File: config.mk
export PLATFORM = sky130hd
export DESIGN_NAME = tasc_core
export DESIGN_NICKNAME = d
export VERILOG_FILES = /design/src/inc/tasc_pkg.sv /design/src/core/tasc_core.sv /design/src/core/tasc_fault_queue.sv
export SDC_FILE = /design/constraint.sdc
export NUM_CORES = 1
export LEC_CHECK = 0
export BUFFER_PORTS_ARGS = -buffer_cell sky130_fd_sc_hd__buf_2
export CAP_MARGIN = 5
export CORE_MARGIN = 2
export CORE_UTILIZATION = 50
export CTS_BUF_LIST = sky130_fd_sc_hd__clkbuf_2
export DETAILED_ROUTE_END_ITERATION = 10
export HOLD_SLACK_MARGIN = 0.06
export PLACE_DENSITY_LB_ADDON = 0.05
export SLEW_MARGIN = 20
export SYNTH_ARGS = -nofsm -noshare
export SYNTH_HDL_FRONTEND = slang
export SYNTH_SLANG_ARGS = --single-unit
File: constraint.sdc
create_clock -name clk -period 2.1 [get_ports clk]
set_input_delay 0.21 -clock clk [delete_from_list [all_inputs] [get_ports clk]]
set_output_delay 0.21 -clock clk [all_outputs]
set_load 0.01 [all_outputs]
File: src/inc/tasc_pkg.sv
// constants, carriers and state types of the temperature alert status block
package tasc_pkg;

	// ----------------------------------------------------------------
	// register offsets
	// ----------------------------------------------------------------
	localparam logic [7:0] ADDR_STATUS = 8'h02;
	localparam logic [7:0] ADDR_CFG = 8'h03;
	localparam logic [7:0] ADDR_CFG_ALT = 8'h09;
	localparam logic [7:0] ADDR_ONESHOT = 8'h0f;
	localparam logic [7:0] ADDR_CRIT_REMOTE = 8'h19;
	localparam logic [7:0] ADDR_CRIT_LOCAL = 8'h20;

	// ----------------------------------------------------------------
	// alert_flags field positions
	// ----------------------------------------------------------------
	localparam int BIT_BUSY = 7;
	localparam int BIT_LOCAL_HIGH = 6;
	localparam int BIT_REMOTE_HIGH = 4;
	localparam int BIT_REMOTE_LOW = 3;
	localparam int BIT_REMOTE_OPEN = 2;
	localparam int BIT_REMOTE_CRIT = 1;
	localparam int BIT_LOCAL_CRIT = 0;

	// ----------------------------------------------------------------
	// operation_setup field positions
	// ----------------------------------------------------------------
	localparam int CFG_ALERT_MASK = 7;
	localparam int CFG_MODE = 6;
	localparam int CFG_REMOTE_EN = 2;
	localparam int CFG_CRIT_UNLOCK = 1;
	localparam int CFG_FAULT_Q = 0;

	// ----------------------------------------------------------------
	// reset values and bit groups
	// ----------------------------------------------------------------
	localparam logic [7:0] RST_STATUS = 8'h00;
	localparam logic [7:0] RST_CFG = 8'h05;
	localparam logic [7:0] RST_CRIT = 8'h00;
	localparam logic [7:0] CFG_WRITABLE = 8'hc7;
	localparam logic [7:0] LIMIT_FLAGS = 8'h5b;
	localparam logic [7:0] ALERT_SRC = 8'h58;
	localparam logic [7:0] CRIT_SRC = 8'h03;

	// ----------------------------------------------------------------
	// fault queue
	// ----------------------------------------------------------------
	localparam int FQ_CHANNELS = 3;
	localparam int FQ_HIGH = 0;
	localparam int FQ_LOW = 1;
	localparam int FQ_CRIT = 2;
	localparam logic [1:0] FQ_PRIOR = 2'h2;

	// ----------------------------------------------------------------
	// types
	// ----------------------------------------------------------------
	typedef enum logic [1:0] {
		CONV_IDLE = 2'b01,
		CONV_BUSY = 2'b10
	} tasc_conv_t;

	typedef struct packed {
		logic [7:0] addr;
		logic wr;
		logic rd;
		logic [7:0] wdata;
	} tasc_reg_req_t;

	typedef struct packed {
		logic [7:0] local_temp;
		logic [10:0] remote_temp;
		logic remote_open;
	} tasc_result_t;

	typedef struct packed {
		logic [7:0] local_high;
		logic [10:0] remote_high;
		logic [10:0] remote_low;
	} tasc_limits_t;

	typedef struct packed {
		logic [FQ_CHANNELS-1:0][1:0] run;
	} tasc_fq_state_t;

	typedef struct packed {
		tasc_conv_t st;
		logic [7:0] flags;
		logic [7:0] cfg;
		logic [7:0] pend_cfg;
		logic pend_v;
		logic [7:0] crit_remote;
		logic [7:0] crit_local;
		logic [7:0] rdata;
		logic start_p;
		logic abort_p;
		logic ara_ack;
		logic alert_oe;
		logic crit_oe;
	} tasc_core_state_t;

endpackage

File: src/core/tasc_core.sv
// status and configuration registers of a two-channel temperature monitor
//
// How it works
// - status bit 7 shows converter busy
// - bit 6 flags local above high limit
// - bit 4 flags remote above high limit
// - bit 3 flags remote below low limit
// - bit 2 shows remote channel disconnected
// - disconnect flag never drives alert pins
// - bit 1 flags remote above critical limit
// - bit 0 flags local above critical limit
// - busy setup write restarts unless it selects shutdown, applies after finish
// - alert read sets mask; host clears it
// - mask set keeps alert pin released
// - mode bit: continuous or shutdown
// - bit 2 enables remote monitoring, resets one
// - critical limits writable only when unlocked
// - fault queue needs three successive results
// - debounce only on remote checks
// - status read clears limit flags
// - alert response sets mask, keeps flags
// - one-shot write converts once in shutdown
module tasc_core (
	// clock and reset
	input wire logic clk,
	input wire logic rst,
	// register port
	input wire tasc_pkg::tasc_reg_req_t req,
	output logic [7:0] reg_rdata,
	// alert response address
	input wire logic ara_req,
	output logic ara_ack,
	// converter
	input wire logic conv_tick,
	input wire logic conv_done,
	input wire tasc_pkg::tasc_result_t result,
	input wire tasc_pkg::tasc_limits_t limits,
	output logic conv_start,
	output logic conv_abort,
	output logic conv_remote_en,
	// open-drain pins
	output logic alert_o,
	output logic alert_oe,
	output logic crit_o,
	output logic crit_oe
);

	// ----------------------------------------------------------------
	// helpers
	// ----------------------------------------------------------------
	// limits compare as two's complement
	function automatic logic above(logic [10:0] a, logic [10:0] b);
		return $signed(a) > $signed(b);
	endfunction

	// 8-bit values sign-extend into the low bits of 11-bit remote words, with no shift
	function automatic logic [10:0] widen(logic [7:0] v);
		return {{3{v[7]}}, v};
	endfunction

	tasc_pkg::tasc_core_state_t q;
	tasc_pkg::tasc_core_state_t n;

	logic busy;
	logic done;
	logic cfg_wr;
	logic status_rd;
	logic oneshot_wr;
	logic busy_now;
	logic [2:0] beyond;
	logic [2:0] fq_hit;

	// ----------------------------------------------------------------
	// decode
	// ----------------------------------------------------------------
	// the alternate setup offset behaves the same as the primary one
	assign busy = q.st == tasc_pkg::CONV_BUSY;
	assign done = busy && conv_done;
	assign busy_now = busy && !conv_done;
	assign cfg_wr = req.wr && (req.addr == tasc_pkg::ADDR_CFG ||
		req.addr == tasc_pkg::ADDR_CFG_ALT);
	assign status_rd = req.rd && req.addr == tasc_pkg::ADDR_STATUS;
	assign oneshot_wr = req.wr && req.addr == tasc_pkg::ADDR_ONESHOT;

	// ----------------------------------------------------------------
	// remote checks through the fault queue
	// ----------------------------------------------------------------
	// remote gating
	// a disabled channel reports nothing and its queue empties
	always_comb begin
		beyond = 3'h0;
		if (q.cfg[tasc_pkg::CFG_REMOTE_EN]) begin
			beyond[tasc_pkg::FQ_HIGH] =
				above(result.remote_temp, limits.remote_high);
			beyond[tasc_pkg::FQ_LOW] =
				above(limits.remote_low, result.remote_temp);
			beyond[tasc_pkg::FQ_CRIT] =
				above(result.remote_temp, widen(q.crit_remote));
		end
	end

	tasc_fault_queue u_fq (
		.clk(clk),
		.rst(rst),
		.sample(done),
		.queue_on(q.cfg[tasc_pkg::CFG_FAULT_Q]),
		.beyond(beyond),
		.hit(fq_hit)
	);

	// ----------------------------------------------------------------
	// next state
	// ----------------------------------------------------------------
	always_comb begin
		n = q;
		n.start_p = 1'b0;
		n.abort_p = 1'b0;
		n.ara_ack = 1'b0;

		// register reads; reserved offsets return zero
		if (req.rd) begin
			case (req.addr)
				tasc_pkg::ADDR_STATUS: n.rdata = {busy, q.flags[6:0]};
				tasc_pkg::ADDR_CFG: n.rdata = q.cfg;
				tasc_pkg::ADDR_CFG_ALT: n.rdata = q.cfg;
				tasc_pkg::ADDR_CRIT_REMOTE: n.rdata = q.crit_remote;
				tasc_pkg::ADDR_CRIT_LOCAL: n.rdata = q.crit_local;
				default: n.rdata = 8'h00;
			endcase
		end

		// read clears
		// cleared first so a result landing now still sets its flag
		if (status_rd) begin
			n.flags = q.flags & ~tasc_pkg::LIMIT_FLAGS;
		end

		// conversion sequencing
		case (q.st)
			tasc_pkg::CONV_IDLE: begin
				if ((!q.cfg[tasc_pkg::CFG_MODE] && conv_tick) ||
					(q.cfg[tasc_pkg::CFG_MODE] && oneshot_wr)) begin
					n.st = tasc_pkg::CONV_BUSY;
					n.start_p = 1'b1;
				end
			end
			tasc_pkg::CONV_BUSY: begin
				if (conv_done) begin
					n.st = tasc_pkg::CONV_IDLE;
					if (q.pend_v) begin
						n.cfg = q.pend_cfg;
					end
					n.pend_v = 1'b0;
					if (above(widen(result.local_temp),
						widen(limits.local_high))) begin
						n.flags[tasc_pkg::BIT_LOCAL_HIGH] = 1'b1;
					end
					if (above(widen(result.local_temp),
						widen(q.crit_local))) begin
						n.flags[tasc_pkg::BIT_LOCAL_CRIT] = 1'b1;
					end
					if (fq_hit[tasc_pkg::FQ_HIGH]) begin
						n.flags[tasc_pkg::BIT_REMOTE_HIGH] = 1'b1;
					end
					if (fq_hit[tasc_pkg::FQ_LOW]) begin
						n.flags[tasc_pkg::BIT_REMOTE_LOW] = 1'b1;
					end
					if (fq_hit[tasc_pkg::FQ_CRIT]) begin
						n.flags[tasc_pkg::BIT_REMOTE_CRIT] = 1'b1;
					end
					n.flags[tasc_pkg::BIT_REMOTE_OPEN] =
						q.cfg[tasc_pkg::CFG_REMOTE_EN] && result.remote_open;
				end
			end
			default: n.st = tasc_pkg::CONV_IDLE;
		endcase

		// busy write
		// a write into a running conversion waits in pend_cfg
		if (cfg_wr) begin
			if (busy_now) begin
				n.pend_cfg = req.wdata & tasc_pkg::CFG_WRITABLE;
				n.pend_v = 1'b1;
				n.abort_p = !req.wdata[tasc_pkg::CFG_MODE];
			end else begin
				n.cfg = req.wdata & tasc_pkg::CFG_WRITABLE;
			end
		end

		if (req.wr && q.cfg[tasc_pkg::CFG_CRIT_UNLOCK]) begin
			if (req.addr == tasc_pkg::ADDR_CRIT_REMOTE) begin
				n.crit_remote = req.wdata;
			end
			if (req.addr == tasc_pkg::ADDR_CRIT_LOCAL) begin
				n.crit_local = req.wdata;
			end
		end

		// mask on read
		// mask also goes into a pending setup so it is not undone
		if (status_rd && q.alert_oe) begin
			n.cfg[tasc_pkg::CFG_ALERT_MASK] = 1'b1;
			n.pend_cfg[tasc_pkg::CFG_ALERT_MASK] = 1'b1;
		end

		if (ara_req && q.alert_oe) begin
			n.cfg[tasc_pkg::CFG_ALERT_MASK] = 1'b1;
			n.pend_cfg[tasc_pkg::CFG_ALERT_MASK] = 1'b1;
			n.ara_ack = 1'b1;
		end

		n.alert_oe = !n.cfg[tasc_pkg::CFG_ALERT_MASK] &&
			|(n.flags & tasc_pkg::ALERT_SRC);
		n.crit_oe = |(n.flags & tasc_pkg::CRIT_SRC);
	end

	// ----------------------------------------------------------------
	// state register
	// ----------------------------------------------------------------
	always_ff @(posedge clk or posedge rst) begin
		if (rst) begin
			q.st <= tasc_pkg::CONV_IDLE;
			q.flags <= tasc_pkg::RST_STATUS;
			q.cfg <= tasc_pkg::RST_CFG;
			q.pend_cfg <= tasc_pkg::RST_CFG;
			q.pend_v <= 1'b0;
			q.crit_remote <= tasc_pkg::RST_CRIT;
			q.crit_local <= tasc_pkg::RST_CRIT;
			q.rdata <= 8'h00;
			q.start_p <= 1'b0;
			q.abort_p <= 1'b0;
			q.ara_ack <= 1'b0;
			q.alert_oe <= 1'b0;
			q.crit_oe <= 1'b0;
		end else begin
			q <= n;
		end
	end

	// ----------------------------------------------------------------
	// outputs
	// ----------------------------------------------------------------
	// open-drain pins only ever pull low
	assign reg_rdata = q.rdata;
	assign ara_ack = q.ara_ack;
	assign conv_start = q.start_p;
	assign conv_abort = q.abort_p;
	assign conv_remote_en = q.cfg[tasc_pkg::CFG_REMOTE_EN];
	assign alert_o = 1'b0;
	assign alert_oe = q.alert_oe;
	assign crit_o = 1'b0;
	assign crit_oe = q.crit_oe;
endmodule

File: src/core/tasc_fault_queue.sv
// consecutive-result debounce for the three remote limit checks
module tasc_fault_queue (
	// clock and reset
	input wire logic clk,
	input wire logic rst,
	// one remote result per completed conversion
	input wire logic sample,
	input wire logic queue_on,
	input wire logic [2:0] beyond,
	// qualified violations, valid with sample
	output logic [2:0] hit
);

	tasc_pkg::tasc_fq_state_t q;
	tasc_pkg::tasc_fq_state_t n;

	// ----------------------------------------------------------------
	// run counters
	// ----------------------------------------------------------------
	// three in a row
	// a counter saturates at two earlier hits; the third one qualifies
	always_comb begin
		n = q;
		hit = 3'h0;
		for (int i = 0; i < tasc_pkg::FQ_CHANNELS; i++) begin
			hit[i] = sample && beyond[i] &&
				(!queue_on || q.run[i] >= tasc_pkg::FQ_PRIOR);
			if (sample) begin
				if (!beyond[i]) begin
					n.run[i] = 2'h0;
				end else if (q.run[i] < tasc_pkg::FQ_PRIOR) begin
					n.run[i] = q.run[i] + 2'h1;
				end
			end
		end
	end

	always_ff @(posedge clk or posedge rst) begin
		if (rst) begin
			q <= '0;
		end else begin
			q <= n;
		end
	end
endmodule

# [Word-level counts from Yosys, hierarchy flattened]
# Cells that the tools add are included.
[totals] ff_bits=57 input_bits=73 out_inout_bits=16 wordCells=121
[classes] n_addsub=3 order_cmp=11 eq_ne=13 mux=36 reduce_logical=41
[op_table] operator="8-bit case mux with 4 select lines" count=1
[op_table] operator="13-bit 2-to-1 mux" count=2
[op_table] operator="11-bit greater-than comparator" count=2
[op_table] operator="1-bit logical AND" count=18
[op_table] operator="1-bit 2-to-1 mux" count=18
[op_table] operator="17-bit 2-to-1 mux" count=1
[op_table] operator="8-bit by 2-bit == test with 1-bit output (second input constant)" count=2
[op_table] operator="8-bit by 4-bit == test with 1-bit output (second input constant)" count=2
[op_table] operator="8-bit greater-than comparator" count=2
[op_table] operator="2-bit 2-to-1 mux" count=8
[op_table] operator="8-bit 2-to-1 mux" count=2
[op_table] operator="2-bit AND reduction" count=8
[op_table] operator="11-bit by 8-bit greater-than comparator with 1-bit output" count=1
[op_table] operator="2-bit inequality test (second input constant)" count=5
[op_table] operator="9-bit 2-to-1 mux" count=1
[op_table] operator="8-bit by 5-bit == test with 1-bit output (second input constant)" count=1
[op_table] operator="8-bit by 6-bit == test with 1-bit output (second input constant)" count=1
[op_table] operator="7-bit 2-to-1 mux" count=1
[op_table] operator="2-bit by 1-bit adder with 2-bit output (second input constant)" count=3
[op_table] operator="2-bit >= comparator (second input constant)" count=3
[op_table] operator="2-bit less-than comparator (second input constant)" count=3
[op_table] operator="3-bit nonzero test" count=2
[op_table] operator="1-bit zero test" count=5
[op_table] operator="1-bit logical OR" count=5
[op_table] operator="other kinds (6)" count=7

# [Depth between registers and ports, before layout]
[logic_depth] word_depth=13 mapped_depth=8 depth_no_buf=8

# [Modules after synthesis]
# From an unflattened synthesis, not the netlist that was laid out.
[unflattened] hier_cells=412 area_unflattened_um2=3937.5
[modules_own_cells] mod="tasc_core" instances=1 cells_each=375 area_per_inst_um2=3608.5 seq_area_each_um2=1282.5
[modules_own_cells] mod="tasc_fault_queue" instances=1 cells_each=37 area_per_inst_um2=329.1 seq_area_each_um2=150.1

# [Worst setup path before layout]
# Ideal clock, no wire load.
[synth_timing] path_kind="register to register" from="register q[28] (netlist name)" to="register, netlist name crit_oe" arrival_ps=1781 required_ps=1974 setup_slack_ps=193 path_stages_with_launch=8 n_path_buf=0 synth_period_minus_slack_ps=1907 path_cell_list="dfrtp_1 -> inv_1 -> ha_1 -> a21o_1 -> a2111oi_0 -> a21o_1 -> nor2_1 -> a221o_1"
[synth_rtl] item="start, declared" line="tasc_core.sv:61" source="tasc_pkg::tasc_core_state_t q;"
[synth_rtl] item="start signal, assigned" line="tasc_core.sv:236" source="q <= n;"

==> impl_metrics.py <==
metrics = {
    "status": {
        "outcome": "completed",
    },
    "worst_setup_path": {
        "crit_slowest_cell": "dfrtp_1",
        "r2r_start": "q[28]",
        "critPathCaptureType": "register",
        "cp_common_cell": "a21o_1",
        "critPathKind": "register to register",
        "critPathLaunchType": "register",
        "max_stage_delay_ps": 430,
        "crit_arrival_ps": 2410,
        "cp.required_ps": 2470,
        "crit_chain": "inv_2, ha_1, a21o_1, a2111oi_1, a21o_1, nor2_1, a221o_1",
        "crit_start": "q[28]",
        "cp_max_fo": 4,
    },
    "global_routing": {
        "grt_pass1_wl_um": 16100,
        "antenna_found_initial": 0,
        "overflow": 0,
        "grt_pass1_vias": 3337,
        "use_met1": 0.331,
        "grt_use_total": 0.240,
        "use_met2": 0.397,
        "grtUsageMet3": 0.0366,
        "grt_max_degree": 25,
        "busiest_layer": "met2",
    },
    "die": {
        "dieArea_um2": 8590,
        "rows": 32,
        "chipWidth_um": 92.7,
        "die_h_um": 92.7,
        "ios": 89,
        "initial_core_util": 0.511,
        "core_area_um2": 7690,
    },
    "placed_design": {
        "io_buffers": 86,
        "gp_congestion": 0.829,
        "dp_hpwl_um": 7730,
        "place_worst_setup_slack_ps": -0.339,
    },
    "power": {
        "power_mw": 2.94,
        "power_density_nw_per_um2": 615,
        "leakage_nw": 2.49,
        "max-vdd-ir-drop_v": 0.000609,
    },
    "worst_hold_path": {
        "min_path_type": "input port to register",
        "hold_start": "req[9]",
    },
    "clock_tree": {
        "clk_latency_ps": 470,
        "clk_pin_slew_ps": 200,
        "cts_root_buffer": "clkbuf_2",
        "cts_setup_buffers": 0,
        "cts-buffers-inserted": 9,
        "cts_max_level": 3,
        "cts_buffer_depth": 2,
        "cts_tree": "yes",
        "cts_sinks": 57,
    },
    "cells_and_area": {
        "area_delta_synth_final_pct": 21.5,
        "drive_gt1_frac": 0.306,
        "nets": 637,
        "n_antenna_cell": 0,
        "final_core_util": 0.621,
    },
    "timing": {
        "hold_violations": 0,
        "fmax_mhz": 492,
        "finalSetupViolCount": 0,
        "drv_slew": 0,
        "post-route-min-period_ps": 2030,
        "setup_ws_ps": 66.5,
        "fin_skew_ps": 34.6,
        "fin_hold_ws_ps": 155,
        "period_share": 0.968,
    },
    "routing": {
        "antenna_left": 0,
        "wire_per_inst_um": 15.7,
        "via_count": 3356,
        "dr.pass1.iters": 7,
        "vias_per_cell": 5.42,
        "drc": 0,
        "wirelength_um": 9740,
        "drt_iter0_markers": 153,
    },
    "logic_synthesis": {
        "synth_top_area_frac": 0.331,
        "syn_area_um2": 3930,
        "synth_edf_count": 0,
        "synth_seq_cells": 57,
        "ys_seq_area_frac": 0.364,
        "postSynth.asyncResetShare": 1.00,
        "synth_commonest_cells": "inv_1 (66), dfrtp_1 (52), ha_1 (52)",
        "ys.flop_type": "dfrtp_1",
        "synth_area_leaders": "dfrtp_1 (33%), ha_1 (17%), inv_1 (6.3%)",
        "yosys_warnings": 0,
        "synth_cell_types": 58,
        "yosysMostFrequentCell": "inv_1",
        "synth_area_per_cell_um2": 9.76,
        "syn_inst": 403,
        "yosys.area.top_type": "dfrtp_1",
    },
    "job": {
        "maxCapViolCount": 0,
    },
}
## power by group
group / switching (mW) / leakage [nW] / internal [mW]
Combinational: 0.372 / 1.66 / 0.345
Sequential: 0.140 / 0.747 / 1.26
Clock: 0.425 / 0.0833 / 0.394
Total: 0.938 / 2.49 / 2.00
## worst max-delay path: cells and delay by family, from the launching register on
kind                     cells  cell delay [ps]
AO/OA/AOI/OAI                4             1140
adder cells (fa/ha/maj)      1              240
flip-flops                   1              430
buffers and inverters        1               90
AND/OR/NAND/NOR              1               70
## flip-flops by register name, indices dropped and copies added (netlist names), named ones only
signal          flops
ara_ack             1
conv_start          1
conv_remote_en      1
alert_oe            1
q                  36
crit_oe             1
conv_abort          1
u_fq.q              6
reg_rdata           8
## layout by cell type (no fill, tap or decap), types with 3 or more instances in the layout
cell type	synthesis	final
a211oi_1	4	4
a21boi_0	7	7
a21o_1	5	5
a21oi_1	24	24
a222oi_1	8	8
and3_1	4	4
and4_1	3	3
buf_2	2	86
buf_4	12	16
clkbuf_2	0	10
dfrtp_1	52	52
dfstp_2	5	5
dlygate4sd3_1	0	12
ha_1	52	52
inv_1	66	64
mux2_2	21	21
mux2i_1	7	7
nand2_1	22	22
nand3_1	5	5
nand3_2	3	3
nand3b_1	4	4
nand4_1	7	7
nor2_1	19	19
nor2b_1	3	3
nor3_1	6	6
o21ai_0	10	10
o221ai_1	3	3
o22ai_1	8	8
## metrics by stage
stage | setup TNS (ps) | area (um^2) | std cells
global route | -17.4 | 4780 | 619
finish | 0 | 4780 | 619
CTS | 0 | 4770 | 619
floorplan | 0 | 3940 | 404
global placement | 0 | 4520 | 591
detailed placement | -0.339 | 4520 | 591
## path summary, 6_finish.rpt
check | slack [ps] | endpoint | cells after the start
min reg2reg | 480 | conv_start | 1
min in group asynchronous | 260 | q[55] | 3
max reg2reg | 70 | crit_oe | 7
max | 70 | crit_oe | 7
min | 160 | register | 3
max in group asynchronous | 1150 | q[38] | 4
## cell type report
class | count | area, um^2
multi-input cells | 263 | 2150
flip-flops and latches | 57 | 1430
clock inverters | 6 | 82.6
clock buffers | 10 | 50.0
inverters | 66 | 248
well taps | 102 | 128
fillers | 685 | 2910
repair buffers | 115 | 691
## kinds of logic (layout without fill, tap and decap cells)
group / after synthesis / after routing / synth area share
simple gates: 93 / 93 / 0.138
compound gates: 87 / 87 / 0.159
buf+inv: 84 / 197 / 0.0923
flops: 57 / 57 / 0.364
fa+ha+maj: 52 / 52 / 0.165
mux: 28 / 28 / 0.0780
other cells: 1 / 2 / 0.000954
xor+xnor: 1 / 1 / 0.00223
## metal layers
metal	part of all wire	wire length (um)
met5	0	0
met4	0.014	132
met3	0.043	422
met2	0.46	4500
met1	0.48	4680
## timing repair
action                                  CTS  global route
endpoints found under the hold margin    62             0
hold buffers                             12             0
resized for setup                         0             3
endpoints found under the setup margin    0             3
Note: power is estimated with default switching activity, not from simulation.
